$ cat src/rtl/tpfg_pkg.sv
// constants, register map and types of the transmit pause frame generator
package tpfg_pkg;

	localparam int          NCLS        = 9;
	localparam int          GLOBAL_IDX  = 8;
	localparam int          HDR_WORDS   = 5;

	// register byte addresses
	localparam logic [11:0] ADR_CTRL    = 12'h000;
	localparam logic [11:0] ADR_STATUS  = 12'h004;
	localparam logic [11:0] ADR_MASK    = 12'h008;
	localparam logic [11:0] ADR_STATE   = 12'h00c;
	localparam logic [11:0] ADR_QUANTA  = 12'h040;
	localparam logic [11:0] ADR_REFRESH = 12'h080;
	localparam logic [11:0] ADR_HDR     = 12'h0c0;

	// field positions
	localparam int          CTRL_RESEND_BIT = 16;
	localparam int          STATE_BUSY_BIT  = 16;

	// reset values
	localparam logic [47:0] RST_DA        = 48'h0180c2000001;
	localparam logic [47:0] RST_SA        = 48'h000000000000;
	localparam logic [15:0] RST_ETYPE     = 16'h8808;
	localparam logic [15:0] RST_OPCODE_GP = 16'h0001;
	localparam logic [15:0] RST_OPCODE_PP = 16'h0101;
	localparam logic [15:0] RST_QUANTA    = 16'hffff;
	localparam logic [15:0] RST_REFRESH   = 16'h0000;
	localparam logic [8:0]  RST_MASK      = 9'h000;

	// frame layout, byte indices
	localparam logic [5:0]  FCS_IDX  = 6'h3c;
	localparam logic [5:0]  LAST_IDX = 6'h3f;

	// crc-32, reflected
	localparam logic [31:0] CRC_POLY = 32'hedb88320;
	localparam logic [31:0] CRC_INIT = 32'hffffffff;

	// one pause quantum is 512 bit times at 40 Gb/s
	localparam int          CLK_PERIOD_PS = 10000;
	localparam int          QUANTUM_PS    = 12800;
	localparam int          TICK_CYCLES   = (QUANTUM_PS + CLK_PERIOD_PS - 1) / CLK_PERIOD_PS;
	localparam logic [3:0]  TICK_LAST     = 4'(TICK_CYCLES - 1);

	typedef enum logic [0:0] {
		TPFG_IDLE = 1'b0,
		TPFG_SEND = 1'b1
	} tpfg_state_t;

endpackage

$ cat src/rtl/tpfg_crc32.sv
// byte-wide ethernet crc-32 accumulator
`timescale 1ns/1ps
module tpfg_crc32 (
	input  wire logic        clk,
	input  wire logic        nrst,
	input  wire logic        init,
	input  wire logic        en,
	input  wire logic [7:0]  data,
	output logic      [31:0] nxt_crc
);

	logic [31:0] crc_ff;

	always_comb begin
		logic [31:0] c;
		c = crc_ff;
		for (int i = 0; i < 8; i++) begin
			c = ((c[0] ^ data[i]) != 1'b0) ? ((c >> 1) ^ tpfg_pkg::CRC_POLY) : (c >> 1);
		end
		nxt_crc = c;
	end

	always_ff @(posedge clk or negedge nrst) begin
		if (!nrst) begin
			crc_ff <= tpfg_pkg::CRC_INIT;
		end else if (init) begin
			crc_ff <= tpfg_pkg::CRC_INIT;
		end else if (en) begin
			crc_ff <= nxt_crc;
		end
	end

endmodule

$ cat src/rtl/tpfg_class_timer.sv
// per-class pause request tracker and refresh timer
`timescale 1ns/1ps
module tpfg_class_timer (
	input  wire logic        clk,
	input  wire logic        nrst,
	input  wire logic        tick,
	input  wire logic        req,
	input  wire logic        take,
	input  wire logic        resend,
	input  wire logic [15:0] refresh,
	output logic             due
);

	logic        req_d_ff;
	logic        pend_ff;
	logic [15:0] cnt_ff;
	logic        expire;
	logic        set_p;

	assign expire = tick & req & (cnt_ff == 16'h0001);
	assign set_p  = (req & ~req_d_ff) | expire | (resend & req);
	assign due    = pend_ff & req;

	always_ff @(posedge clk or negedge nrst) begin
		if (!nrst) begin
			req_d_ff <= 1'b0;
		end else begin
			req_d_ff <= req;
		end
	end

	// set wins over the clear of a frame start
	always_ff @(posedge clk or negedge nrst) begin
		if (!nrst) begin
			pend_ff <= 1'b0;
		end else if (set_p) begin
			pend_ff <= 1'b1;
		end else if (take || !req) begin
			pend_ff <= 1'b0;
		end
	end

	always_ff @(posedge clk or negedge nrst) begin
		if (!nrst) begin
			cnt_ff <= 16'h0000;
		end else if (take || resend) begin
			cnt_ff <= refresh;
		end else if (tick && cnt_ff != 16'h0000) begin
			cnt_ff <= cnt_ff - 16'h0001;
		end
	end

endmodule

$ cat src/rtl/tpfg_top.sv
// transmit pause frame generator with wishbone register access
// Overview of operation
// - any set request bit sends a pause frame with that class's quanta.
// - bit 8 sends a global frame; bits 0 to 7 a priority frame.
// - nine 16-bit quanta; entry 8 global, entries 0 to 7 priorities.
// - nine 16-bit refresh timers set each class's retransmission interval.
// - global frames use their own address, ethertype and opcode settings.
// - priority frames use a separate address, ethertype and opcode set.
// - resend retransmits frames for all requested classes after the frame in flight.
// - a taken resend also reloads every per-class retransmission counter.
// - each sent frame pulses the bits of all its classes on the sent status output.
`timescale 1ns/1ps
module tpfg_top (
	input  wire logic        CLK,
	input  wire logic        NRST,
	input  wire logic        WB_CYC_I,
	input  wire logic        WB_STB_I,
	input  wire logic        WB_WE_I,
	input  wire logic [11:0] WB_ADR_I,
	input  wire logic [3:0]  WB_SEL_I,
	input  wire logic [31:0] WB_DAT_I,
	output logic      [31:0] WB_DAT_O,
	output logic             WB_ACK_O,
	input  wire logic        LINK_BUSY,
	input  wire logic        TX_READY,
	output logic             TX_VALID,
	output logic      [7:0]  TX_DATA,
	output logic             TX_SOF,
	output logic             TX_EOF,
	output logic      [8:0]  TX_PAUSE_VALID,
	output logic             IRQ
);

	////////////////////////////////////////////////////////////////////////////
	// registers

	logic        [8:0]  req_ff;
	logic               resend_ff;
	logic        [8:0]  status_ff;
	logic        [8:0]  mask_ff;
	logic        [15:0] quanta_ff  [tpfg_pkg::NCLS];
	logic        [15:0] refresh_ff [tpfg_pkg::NCLS];
	logic        [31:0] hdr_ff     [2 * tpfg_pkg::HDR_WORDS];
	logic               ack_ff;
	logic        [31:0] dat_ff;

	tpfg_pkg::tpfg_state_t state_ff;
	logic        [5:0]  idx_ff;
	logic               glob_ff;
	logic        [7:0]  vec_ff;
	logic        [7:0]  byte_ff;
	logic               sof_ff;
	logic               eof_ff;
	logic        [31:0] fcs_ff;
	logic        [8:0]  sent_ff;
	logic        [3:0]  tick_cnt_ff;
	logic               tick_ff;

	logic               wb_req;
	logic               wr;
	logic        [9:0]  wadr;
	logic        [8:0]  due;
	logic               start;
	logic               beat;
	logic               sel_glob;
	logic        [7:0]  sel_vec;
	logic        [8:0]  take;
	logic        [31:0] nxt_crc;
	logic        [5:0]  nxt_idx;

	////////////////////////////////////////////////////////////////////////////
	// helpers

	function automatic logic [31:0] merge(input logic [31:0] old, input logic [31:0] nw,
			input logic [3:0] sel);
		logic [31:0] r;
		r = old;
		for (int i = 0; i < 4; i++) begin
			if (sel[i]) begin
				r[8*i +: 8] = nw[8*i +: 8];
			end
		end
		return r;
	endfunction

	function automatic logic [7:0] frame_byte(input logic [5:0] idx, input logic glob,
			input logic [7:0] vec);
		logic [47:0] da;
		logic [47:0] sa;
		logic [31:0] eo;
		logic [7:0]  r;
		int          b;
		int          n;
		int          p;
		b  = glob ? 0 : tpfg_pkg::HDR_WORDS;
		da = {hdr_ff[b + 1][15:0], hdr_ff[b]};
		sa = {hdr_ff[b + 3][15:0], hdr_ff[b + 2]};
		eo = hdr_ff[b + 4];
		n  = int'(idx);
		r  = 8'h00;
		if (n < 6) begin
			r = 8'(da >> (8 * (5 - n)));
		end else if (n < 12) begin
			r = 8'(sa >> (8 * (11 - n)));
		end else if (n < 16) begin
			r = 8'(eo >> (8 * (15 - n)));
		end else if (glob) begin
			if (n < 18) begin
				r = 8'(quanta_ff[tpfg_pkg::GLOBAL_IDX] >> (8 * (17 - n)));
			end
		end else if (n == 17) begin
			r = vec;
		end else if (n >= 18 && n < 34) begin
			p = (n - 18) / 2;
			if (vec[p]) begin
				r = 8'(quanta_ff[p] >> (8 * (1 - ((n - 18) % 2))));
			end
		end
		return r;
	endfunction

	////////////////////////////////////////////////////////////////////////////
	// wishbone slave: ack one cycle after the request, writes at the ack edge

	assign wb_req   = WB_CYC_I & WB_STB_I;
	assign wr       = ack_ff & wb_req & WB_WE_I;
	assign wadr     = WB_ADR_I[11:2];
	assign WB_ACK_O = ack_ff;
	assign WB_DAT_O = dat_ff;

	always_ff @(posedge CLK or negedge NRST) begin
		if (!NRST) begin
			ack_ff <= 1'b0;
		end else begin
			ack_ff <= wb_req & ~ack_ff;
		end
	end

	always_ff @(posedge CLK or negedge NRST) begin
		if (!NRST) begin
			dat_ff <= 32'h00000000;
		end else if (wb_req && !ack_ff) begin
			dat_ff <= 32'h00000000;
			for (int i = 0; i < tpfg_pkg::NCLS; i++) begin
				if (wadr == 10'((tpfg_pkg::ADR_QUANTA >> 2) + i)) begin
					dat_ff <= {16'h0000, quanta_ff[i]};
				end
				if (wadr == 10'((tpfg_pkg::ADR_REFRESH >> 2) + i)) begin
					dat_ff <= {16'h0000, refresh_ff[i]};
				end
			end
			for (int k = 0; k < 2 * tpfg_pkg::HDR_WORDS; k++) begin
				if (wadr == 10'((tpfg_pkg::ADR_HDR >> 2) + k)) begin
					dat_ff <= hdr_ff[k];
				end
			end
			if (wadr == tpfg_pkg::ADR_CTRL[11:2]) begin
				dat_ff <= {23'h000000, req_ff};
			end
			if (wadr == tpfg_pkg::ADR_STATUS[11:2]) begin
				dat_ff <= {23'h000000, status_ff};
			end
			if (wadr == tpfg_pkg::ADR_MASK[11:2]) begin
				dat_ff <= {23'h000000, mask_ff};
			end
			if (wadr == tpfg_pkg::ADR_STATE[11:2]) begin
				dat_ff <= {15'h0000, state_ff == tpfg_pkg::TPFG_SEND, 7'h00, due};
			end
		end
	end

	////////////////////////////////////////////////////////////////////////////
	// control, mask and configuration registers

	always_ff @(posedge CLK or negedge NRST) begin
		if (!NRST) begin
			req_ff    <= 9'h000;
			resend_ff <= 1'b0;
		end else begin
			resend_ff <= 1'b0;
			if (wr && wadr == tpfg_pkg::ADR_CTRL[11:2]) begin
				req_ff    <= 9'(merge({23'h000000, req_ff}, WB_DAT_I, WB_SEL_I));
				resend_ff <= WB_SEL_I[2] & WB_DAT_I[tpfg_pkg::CTRL_RESEND_BIT];
			end
		end
	end

	always_ff @(posedge CLK or negedge NRST) begin
		if (!NRST) begin
			mask_ff <= tpfg_pkg::RST_MASK;
		end else if (wr && wadr == tpfg_pkg::ADR_MASK[11:2]) begin
			mask_ff <= 9'(merge({23'h000000, mask_ff}, WB_DAT_I, WB_SEL_I));
		end
	end

	always_ff @(posedge CLK or negedge NRST) begin
		if (!NRST) begin
			for (int i = 0; i < tpfg_pkg::NCLS; i++) begin
				quanta_ff[i]  <= tpfg_pkg::RST_QUANTA;
				refresh_ff[i] <= tpfg_pkg::RST_REFRESH;
			end
		end else if (wr) begin
			for (int i = 0; i < tpfg_pkg::NCLS; i++) begin
				if (wadr == 10'((tpfg_pkg::ADR_QUANTA >> 2) + i)) begin
					quanta_ff[i] <= 16'(merge({16'h0000, quanta_ff[i]}, WB_DAT_I, WB_SEL_I));
				end
				if (wadr == 10'((tpfg_pkg::ADR_REFRESH >> 2) + i)) begin
					refresh_ff[i] <= 16'(merge({16'h0000, refresh_ff[i]}, WB_DAT_I, WB_SEL_I));
				end
			end
		end
	end

	// per set: da low, da high, sa low, sa high, {ethertype, opcode}
	always_ff @(posedge CLK or negedge NRST) begin
		if (!NRST) begin
			for (int s = 0; s < 2; s++) begin
				hdr_ff[s * tpfg_pkg::HDR_WORDS]     <= tpfg_pkg::RST_DA[31:0];
				hdr_ff[s * tpfg_pkg::HDR_WORDS + 1] <= {16'h0000, tpfg_pkg::RST_DA[47:32]};
				hdr_ff[s * tpfg_pkg::HDR_WORDS + 2] <= tpfg_pkg::RST_SA[31:0];
				hdr_ff[s * tpfg_pkg::HDR_WORDS + 3] <= {16'h0000, tpfg_pkg::RST_SA[47:32]};
			end
			hdr_ff[4] <= {tpfg_pkg::RST_ETYPE, tpfg_pkg::RST_OPCODE_GP};
			hdr_ff[9] <= {tpfg_pkg::RST_ETYPE, tpfg_pkg::RST_OPCODE_PP};
		end else if (wr) begin
			for (int k = 0; k < 2 * tpfg_pkg::HDR_WORDS; k++) begin
				if (wadr == 10'((tpfg_pkg::ADR_HDR >> 2) + k)) begin
					hdr_ff[k] <= merge(hdr_ff[k], WB_DAT_I,
						(k % tpfg_pkg::HDR_WORDS == 1 || k % tpfg_pkg::HDR_WORDS == 3) ?
						(WB_SEL_I & 4'h3) : WB_SEL_I);
				end
			end
		end
	end

	////////////////////////////////////////////////////////////////////////////
	// status, read clears only the bits that were returned; new events win

	always_ff @(posedge CLK or negedge NRST) begin
		if (!NRST) begin
			status_ff <= 9'h000;
		end else if (ack_ff && wb_req && !WB_WE_I && wadr == tpfg_pkg::ADR_STATUS[11:2]) begin
			status_ff <= (status_ff & ~dat_ff[8:0]) | sent_ff;
		end else begin
			status_ff <= status_ff | sent_ff;
		end
	end

	assign IRQ = |(status_ff & mask_ff);

	////////////////////////////////////////////////////////////////////////////
	// quantum tick divider and per-class timers

	always_ff @(posedge CLK or negedge NRST) begin
		if (!NRST) begin
			tick_cnt_ff <= 4'h0;
			tick_ff     <= 1'b0;
		end else begin
			tick_ff     <= (tick_cnt_ff == tpfg_pkg::TICK_LAST);
			tick_cnt_ff <= (tick_cnt_ff == tpfg_pkg::TICK_LAST) ? 4'h0 : tick_cnt_ff + 4'h1;
		end
	end

	generate
		for (genvar g = 0; g < tpfg_pkg::NCLS; g++) begin : g_cls
			tpfg_class_timer u_tmr (
				.clk     (CLK),
				.nrst    (NRST),
				.tick    (tick_ff),
				.req     (req_ff[g]),
				.take    (take[g]),
				.resend  (resend_ff),
				.refresh (refresh_ff[g]),
				.due     (due[g])
			);
		end
	endgenerate

	////////////////////////////////////////////////////////////////////////////
	// frame scheduler; global first, all due priorities share one frame

	assign sel_glob = due[tpfg_pkg::GLOBAL_IDX];
	assign sel_vec  = sel_glob ? 8'h00 : due[7:0];
	assign start    = (state_ff == tpfg_pkg::TPFG_IDLE) & (|due) & ~LINK_BUSY;
	assign take     = start ? (sel_glob ? 9'h100 : {1'b0, sel_vec}) : 9'h000;
	assign beat     = (state_ff == tpfg_pkg::TPFG_SEND) & TX_READY;
	assign nxt_idx  = idx_ff + 6'h01;
	assign TX_VALID = (state_ff == tpfg_pkg::TPFG_SEND);

	always_ff @(posedge CLK or negedge NRST) begin
		if (!NRST) begin
			state_ff <= tpfg_pkg::TPFG_IDLE;
		end else begin
			unique case (state_ff)
				tpfg_pkg::TPFG_IDLE: begin
					if (start) begin
						state_ff <= tpfg_pkg::TPFG_SEND;
					end
				end
				tpfg_pkg::TPFG_SEND: begin
					if (beat && idx_ff == tpfg_pkg::LAST_IDX) begin
						state_ff <= tpfg_pkg::TPFG_IDLE;
					end
				end
			endcase
		end
	end

	////////////////////////////////////////////////////////////////////////////
	// byte path: header, class fields, zero pad, then fcs low byte first

	tpfg_crc32 u_crc (
		.clk     (CLK),
		.nrst    (NRST),
		.init    (start),
		.en      (beat && idx_ff < tpfg_pkg::FCS_IDX),
		.data    (byte_ff),
		.nxt_crc (nxt_crc)
	);

	always_ff @(posedge CLK or negedge NRST) begin
		if (!NRST) begin
			idx_ff  <= 6'h00;
			glob_ff <= 1'b0;
			vec_ff  <= 8'h00;
			byte_ff <= 8'h00;
			sof_ff  <= 1'b0;
			eof_ff  <= 1'b0;
			fcs_ff  <= 32'h00000000;
		end else if (start) begin
			idx_ff  <= 6'h00;
			glob_ff <= sel_glob;
			vec_ff  <= sel_vec;
			byte_ff <= frame_byte(6'h00, sel_glob, sel_vec);
			sof_ff  <= 1'b1;
			eof_ff  <= 1'b0;
		end else if (beat && idx_ff != tpfg_pkg::LAST_IDX) begin
			idx_ff <= nxt_idx;
			sof_ff <= 1'b0;
			eof_ff <= (nxt_idx == tpfg_pkg::LAST_IDX);
			if (nxt_idx == tpfg_pkg::FCS_IDX) begin
				fcs_ff  <= ~nxt_crc;
				byte_ff <= ~nxt_crc[7:0];
			end else if (nxt_idx > tpfg_pkg::FCS_IDX) begin
				byte_ff <= 8'(fcs_ff >> (8 * int'(nxt_idx - tpfg_pkg::FCS_IDX)));
			end else begin
				byte_ff <= frame_byte(nxt_idx, glob_ff, vec_ff);
			end
		end
	end

	assign TX_DATA = byte_ff;
	assign TX_SOF  = sof_ff;
	assign TX_EOF  = eof_ff;

	always_ff @(posedge CLK or negedge NRST) begin
		if (!NRST) begin
			sent_ff <= 9'h000;
		end else if (beat && idx_ff == tpfg_pkg::LAST_IDX) begin
			sent_ff <= glob_ff ? 9'h100 : {1'b0, vec_ff};
		end else begin
			sent_ff <= 9'h000;
		end
	end

	assign TX_PAUSE_VALID = sent_ff;

endmodule

$ cat config.mk
export PLATFORM = sky130hd
export DESIGN_NAME = tpfg_top
export DESIGN_NICKNAME = d
export VERILOG_FILES = /design/src/rtl/tpfg_pkg.sv /design/src/rtl/tpfg_crc32.sv /design/src/rtl/tpfg_class_timer.sv /design/src/rtl/tpfg_top.sv
export SDC_FILE = /design/constraint.sdc
export NUM_CORES = 2
export LEC_CHECK = 0
export ABC_CLOCK_PERIOD_IN_PS = 4800
export BUFFER_PORTS_ARGS = -buffer_cell sky130_fd_sc_hd__buf_2
export CAP_MARGIN = 40
export CORE_MARGIN = 3
export CORE_UTILIZATION = 55
export DETAILED_ROUTE_END_ITERATION = 8
export PLACE_DENSITY = 0.77
export SYNTH_ARGS = -nofsm -noshare
export SYNTH_HDL_FRONTEND = slang
export SYNTH_SLANG_ARGS = --single-unit
export TNS_END_PERCENT = 30
$ cat constraint.sdc
create_clock -name CLK -period 4.8 [get_ports CLK]
set_clock_uncertainty 0.15 [all_clocks]
set_input_delay 0.72 -clock CLK [delete_from_list [all_inputs] [get_ports CLK]]
set_output_delay 0.72 -clock CLK [all_outputs]
set_load 0.005 [all_outputs]
# ---- Yosys cells after proc, flatten, opt, wreduce, memory -nomap -nowiden
# Index checks and enable logic that the tools add are counted.
dict set report totals {
  regBits 871
  in_bits 55
  output_inout_bits 54
  elab_cells 608
}
dict set report op_classes {
  n_addsub 24
  order_cmp 16
  n_eq_ne 46
  shift 6
  muxes 133
  bitwise_logic 115
  n_reduce_logical 153
}
# cell n
set op_table {}
lappend op_table {{$mux W32} 47}
lappend op_table {{$bmux W32 S4} 6}
lappend op_table {{$mux W16} 27}
lappend op_table {{$ge A32 B5 Y1 const B} 7}
lappend op_table {{$reduce_and A3 Y1} 69}
lappend op_table {{$eq A10 B6 Y1 const B} 19}
lappend op_table {{$not A4 Y32} 5}
lappend op_table {{$eq A16 B1 Y1 const B} 9}
lappend op_table {{$reduce_bool A16 Y1} 9}
lappend op_table {{$sub A16 B1 Y16 const B} 9}
lappend op_table {{$not A13 Y14} 8}
lappend op_table {{$mux W8} 13}
lappend op_table {{$shr A48 B32 Y8} 2}
lappend op_table {{$eq A10 B5 Y1 const B} 9}
lappend op_table {{$bmux W16 S4} 1}
lappend op_table {{$not A32 Y32} 2}
lappend op_table {{$shr A16 B32 Y8} 2}
lappend op_table {{$shr A32 B32 Y8} 2}
lappend op_table {{$and A1 B1 Y1} 54}
lappend op_table {{$mux W9} 5}
lappend op_table {{$reduce_bool A2 Y1} 20}
lappend op_table {{$add A32 B1 Y32} 1}
lappend op_table {{$lt A32 B5 Y1 const B} 1}
lappend op_table {{$not A3 Y32} 1}
lappend op_table {{41 further kinds} 165}

# ---- Longest topological paths before layout
dict set report depth {
  word_depth 33
  mapped_depth 18
  depth_no_buf 15
}

# ---- By module
# A second synthesis with hierarchy kept.
dict set report unflattened {
  hier_cells 4194
  hier_area_um2 47387.9
}
# mod n_inst cells_each area_each_um2 seq_area_each_um2
set by_module_without_submodules {}
lappend by_module_without_submodules {tpfg_top 1 2858 35134.9 17147.7}
lappend by_module_without_submodules {tpfg_class_timer 9 128 1126.1 450.4}
lappend by_module_without_submodules {tpfg_crc32 1 184 2118.3 840.8}

# ---- Least setup slack after synthesis
# Ideal clock, no wire load.
dict set report synth_path {
  path_kind {reg-to-reg}
  from {reg idx_ff[0]}
  to {reg byte_ff[3] (netlist: TX_DATA[3])}
  setup_ns 0.138
  arrival_ns 4.704
  t_required_ns 4.512
  setup_slack_ns -0.192
  stages_incl_launch_ff 17
  n_path_buf 7
  synth_period_minus_slack_ns 4.992
  cell_sequence {dfrtp_1 > buf_2 > buf_2 > inv_2 > clkbuf_1 > ha_1 > ha_1 > buf_2 > buf_2 > inv_1 > ha_1 > clkbuf_1 > clkbuf_1 > mux4_2 > mux4_2 > a2111oi_0 > a31oi_1}
}
dict set report synth_via {
  elab_chain_cells 20
  elab_cells_between_ends 48
  classes_between {9 x add/sub; 7 x order compare; 3 x eq/ne; 6 x shift; 18 x mux; 2 x bitwise; 3 x reduce/logical}
}
# item line_no
set synth_rtl {}
lappend synth_rtl {{start, declared} tpfg_top.sv:48} ;# logic [5:0] idx_ff;
lappend synth_rtl {{start signal, assigned} tpfg_top.sv:338} ;# idx_ff <= nxt_idx;
lappend synth_rtl {{$add A6 B1 Y6} tpfg_top.sv:287} ;# assign nxt_idx = idx_ff + 6'h01;
lappend synth_rtl {{$sub A6 B5 Y7} {tpfg_top.sv:114, tpfg_top.sv:116}}
lappend synth_rtl {{$and A1 B1 Y1 (no line)} -}
lappend synth_rtl {{$add A32 B1 Y32 (no line)} -}
lappend synth_rtl {{$not A32 Y32 (not written as such)} tpfg_top.sv:116} ;# r = 8'(quanta_ff[p] >> (8 * (1 - ((n - 18) % 2))));
lappend synth_rtl {{$bmux W16 S4} tpfg_top.sv:116}
lappend synth_rtl {{$mux W16 (not written as such) (2 in a row)} tpfg_top.sv:116}
lappend synth_rtl {{$shr A16 B32 Y8} tpfg_top.sv:116}
lappend synth_rtl {{[3 not listed]} -}
lappend synth_rtl {{$mux W8} tpfg_top.sv:107} ;# end else if (glob) begin
lappend synth_rtl {{$mux W8} tpfg_top.sv:105} ;# end else if (n < 16) begin
lappend synth_rtl {{$mux W8} tpfg_top.sv:103} ;# end else if (n < 12) begin
lappend synth_rtl {{$mux W8} tpfg_top.sv:101} ;# if (n < 6) begin
lappend synth_rtl {{$mux W8} tpfg_top.sv:344} ;# end else if (nxt_idx > tpfg_pkg::FCS_IDX) begin
lappend synth_rtl {{$mux W8} tpfg_top.sv:341} ;# if (nxt_idx == tpfg_pkg::FCS_IDX) begin
lappend synth_rtl {{$mux W8} tpfg_top.sv:337} ;# end else if (beat && idx_ff != tpfg_pkg::LAST_IDX) begin
lappend synth_rtl {{$mux W8} tpfg_top.sv:330} ;# end else if (start) begin
lappend synth_rtl {{end signal, assigned} tpfg_top.sv:343} ;# byte_ff <= ~nxt_crc[7:0];
lappend synth_rtl {{end signal, assigned} tpfg_top.sv:345} ;# byte_ff <= 8'(fcs_ff >> (8 * int'(nxt_idx - tpfg_pkg::FCS_IDX)));
lappend synth_rtl {{end signal, assigned} tpfg_top.sv:347} ;# byte_ff <= frame_byte(nxt_idx, glob_ff, vec_ff);
lappend synth_rtl {{end, declared} tpfg_top.sv:51} ;# logic [7:0] byte_ff;
# Parallel ways exist; a longest one is shown, timed or not. The select of a mux whose other input is x is not followed.
# A chain may end at the register's enable or synchronous reset.

# ---- Worst setup path in the final report
dict set report layout_path {
  from {reg idx_ff[1]}
  to {reg byte_ff[2] (netlist: TX_DATA[2])}
}
# The elaborated chain is that of the path after synthesis.

==> qor.csv <==
metric,value,unit
worst reg2reg endpoint,TX_DATA[2],
Mapped Nets,4143,
Layout Area Growth over Synthesis,14.1,%
Clock Root Buffer,clkbuf_16,
RD Place Congestion,1.06,
Post-synth top cells,"674 x dfrtp_1, 598 x mux2_2, 375 x nor2_1",
Buf/Inv on CP,1,
post-route setup TNS,0,ns
TritonCTS clock tree,done,
total CTS buffers,94,
antenna violations before repair,9,
core area,0.0822,mm²
die area,0.0866,mm²
post-cts resize count,0,
Fin. Hold Viols,6,
Design Power,0.0242,W
status,finished with violations,
MaxCap Viol Count,0,
leading area contributor after synthesis,dfrtp_1,
CP max stage cell,mux4_2,
cell mode on critical path,mux4_2,
total grt overflow,0,
Max IR drop VDD,0.000556,V
drt first-iter violations,5854,
Layout Nets,4326,
Via-to-Cell Ratio,7.11,
routed via count,38366,
reg2reg start,idx_ff[1],
Synth async-reset ratio,1.00,
cts hold-fix bufs,0,
Crit path max-delay family,multiplexers,
Worst Path Required,5.18,ns
Worst Tran Pin Value,1.09,ns
clock-pin slew on the worst setup and hold paths,0.06,ns
top cell type's share of synthesized area,0.369,
CP Launch Point,idx_ff[1],
hold crit path type,in -> async,
R2R depth,11,
failing checks,negative hold slack,
"Setup violations, final",0,
clock buffer depth,3,
Hold WS,-0.0728,ns
Clock H-tree levels,3,
period utilization,0.952,
Avg Synthesized Cell Area,11.3,µm²
"Data arrival, critical path",4.95,ns
total track usage,0.395,
chip width,294,µm
max-slew violation count,0,
clock sinks,871,
Synth area leaders,"dfrtp_1 37%, mux2_2 15%, dfstp_2 11%",
CP Max Fanout,11,
height of the die,294,µm
pin count of the biggest net entering global routing,116,
Max Freq,219,MHz
synthesized cell area,0.0457,mm²
relative slew slack,0.272,
first-pass iteration count of the detailed router,8,
vias in the first global route,36931,
Tmin final,4.57,ns
DRT Wirelength,173,mm
power density cells,463,mW/mm²
clock latency on the worst-skew pair,0.68,ns
max incr delay on CP,0.67,ns
first-pass GRT wire length,251,mm
cell with the most instances after synthesis,dfrtp_1,
post-DR wirelength/cell,32.0,µm
unrepaired setup endpoints after global routing,no,
Placement Rows,105,
Leakage,22.7,nW
ys flop type,dfrtp_1,
post-synthesis sequential area ratio,0.482,
R2R Setup Slk,0.23,ns
Setup crit end kind,flop,
Synth cell types,91,
io pins,109,
crit-path cells,nand3_1 > xnor2_1 > inv_1 > ha_1 > a21bo_2 > a211oi_1 > ha_2 > mux4_2 > mux4_2 > a2111oi_0 > a31oi_1,
"EDFF count, synth",0,
Worst setup SP type,flop,
share of cells above drive strength 1,0.343,
DPL Wire Length,124,mm
yosys warns,0,
DRC errors left,0,
postcts setup bufs,0,
number of nets with antenna violations after routing,0,
# port buffers,106,
initial core utilization,0.556,
Crit Path Class,reg -> reg,
Cells after Synth,4057,
#FFs+latches synth,871,
==> state kept, by name, summed over array words and instances, names as in the netlist, 6 cells and up <==
register              count
TX_DATA                   8
TX_PAUSE_VALID            9
WB_DAT_O                 32
fcs_ff                   32
g_cls.u_tmr.cnt_ff      144
g_cls.u_tmr.pend_ff       9
g_cls.u_tmr.req_d_ff      9
hdr_ff                  256
idx_ff                    6
mask_ff                   9
quanta_ff               144
refresh_ff              144
req_ff                    9
status_ff                 9
u_crc.crc_ff             32
vec_ff                    8
==> worst max path at each step <==
| stage | endpoint | slack [ns] | cells past startpoint |
|---|---|---|---|
| floorplan | TX_DATA[3] | 0.0007 | 16 |
| global placement | TX_DATA[7] | 0.06 | 15 |
| detailed placement | TX_DATA[7] | 0.04 | 16 |
| CTS | TX_DATA[7] | 0.001 | 16 |
| global route | TX_DATA[2] | 0.07 | 11 |
| finish | TX_DATA[2] | 0.23 | 11 |
==> placed cells by master (no fill, tap or decap), types with 13 or more instances in the layout <==
master,count
mux2i_1,39
nor4_1,31
mux2_2,598
xor2_1,65
o211ai_1,24
xnor2_1,143
clkbuf_1,23
o21ai_0,126
dfrtp_1,672
and2_1,27
clkbuf_8,15
nand2b_1,13
clkbuf_16,95
or4_1,13
o22ai_1,52
a211oi_1,28
o221ai_1,17
a22o_1,27
a22oi_1,96
a31oi_1,26
a221oi_1,35
buf_12,19
dfstp_2,197
a221o_1,14
buf_4,201
a21oi_1,288
nand4_1,18
mux4_2,111
inv_1,46
or2_2,15
a21o_1,16
buf_2,107
clkinv_2,13
nor2_1,369
nor2_2,18
or3_1,25
nand3_1,83
nand2_1,228
nor3_1,103
ha_1,30
==> power by group <==
group | internal [W] | switching (W) | total (W)
combinational | 0.00306 | 0.00452 | 0.00758
clock | 0.00443 | 0.00323 | 0.00766
sequential | 0.00818 | 0.000723 | 0.00891
total | 0.0157 | 0.00847 | 0.0242
==> cell type report <==
cell class	count	area (µm²)
tap	1070	1340
sequential	871	22000
antenna	8	20.0
fill	6324	30100
clock inverter	44	608
inverter	49	184
timing repair buffer	336	2620
clock buffer	133	2670
multi-input combinational	2888	22600
==> metrics by stage <==
step                std cells  instance area (µm²)  utilization  setup slack [ns]  hold slack (ns)
detailed placement       5212                48800        0.593            0.0358            0.287
global placement         5195                48500        0.590            0.0575            0.273
floorplan                4057                45700            -          0.000695            0.262
CTS                      5389                52100        0.633           0.00123           0.0282
finish                   5399                52100        0.634             0.230          -0.0728
global route             5391                52100        0.634            0.0712           0.0400
==> cells by family after synthesis <==
| group | after synthesis | share of synthesized area |
|---|---|---|
| adder cells (fa/ha/maj) | 31 | 0.00849 |
| AND/OR/NAND/NOR | 1017 | 0.105 |
| XOR/XNOR | 210 | 0.0407 |
| multiplexers | 748 | 0.211 |
| flip-flops | 871 | 0.482 |
| AO/OA/AOI/OAI | 882 | 0.127 |
| buffers and inverters | 298 | 0.0260 |
==> per-layer routing <==
layer	vias to the layer above	routed length, µm	global-route usage	part of all wire
li1	15468	-	-	-
met1	19280	64800	0.531	0.38
met2	2954	70800	0.549	0.41
met3	658	26000	0.163	0.15
met4	6	10900	0.200	0.063
met5	-	59	0	0.00034
No activity file was read; power rests on OpenSTA's default activity.
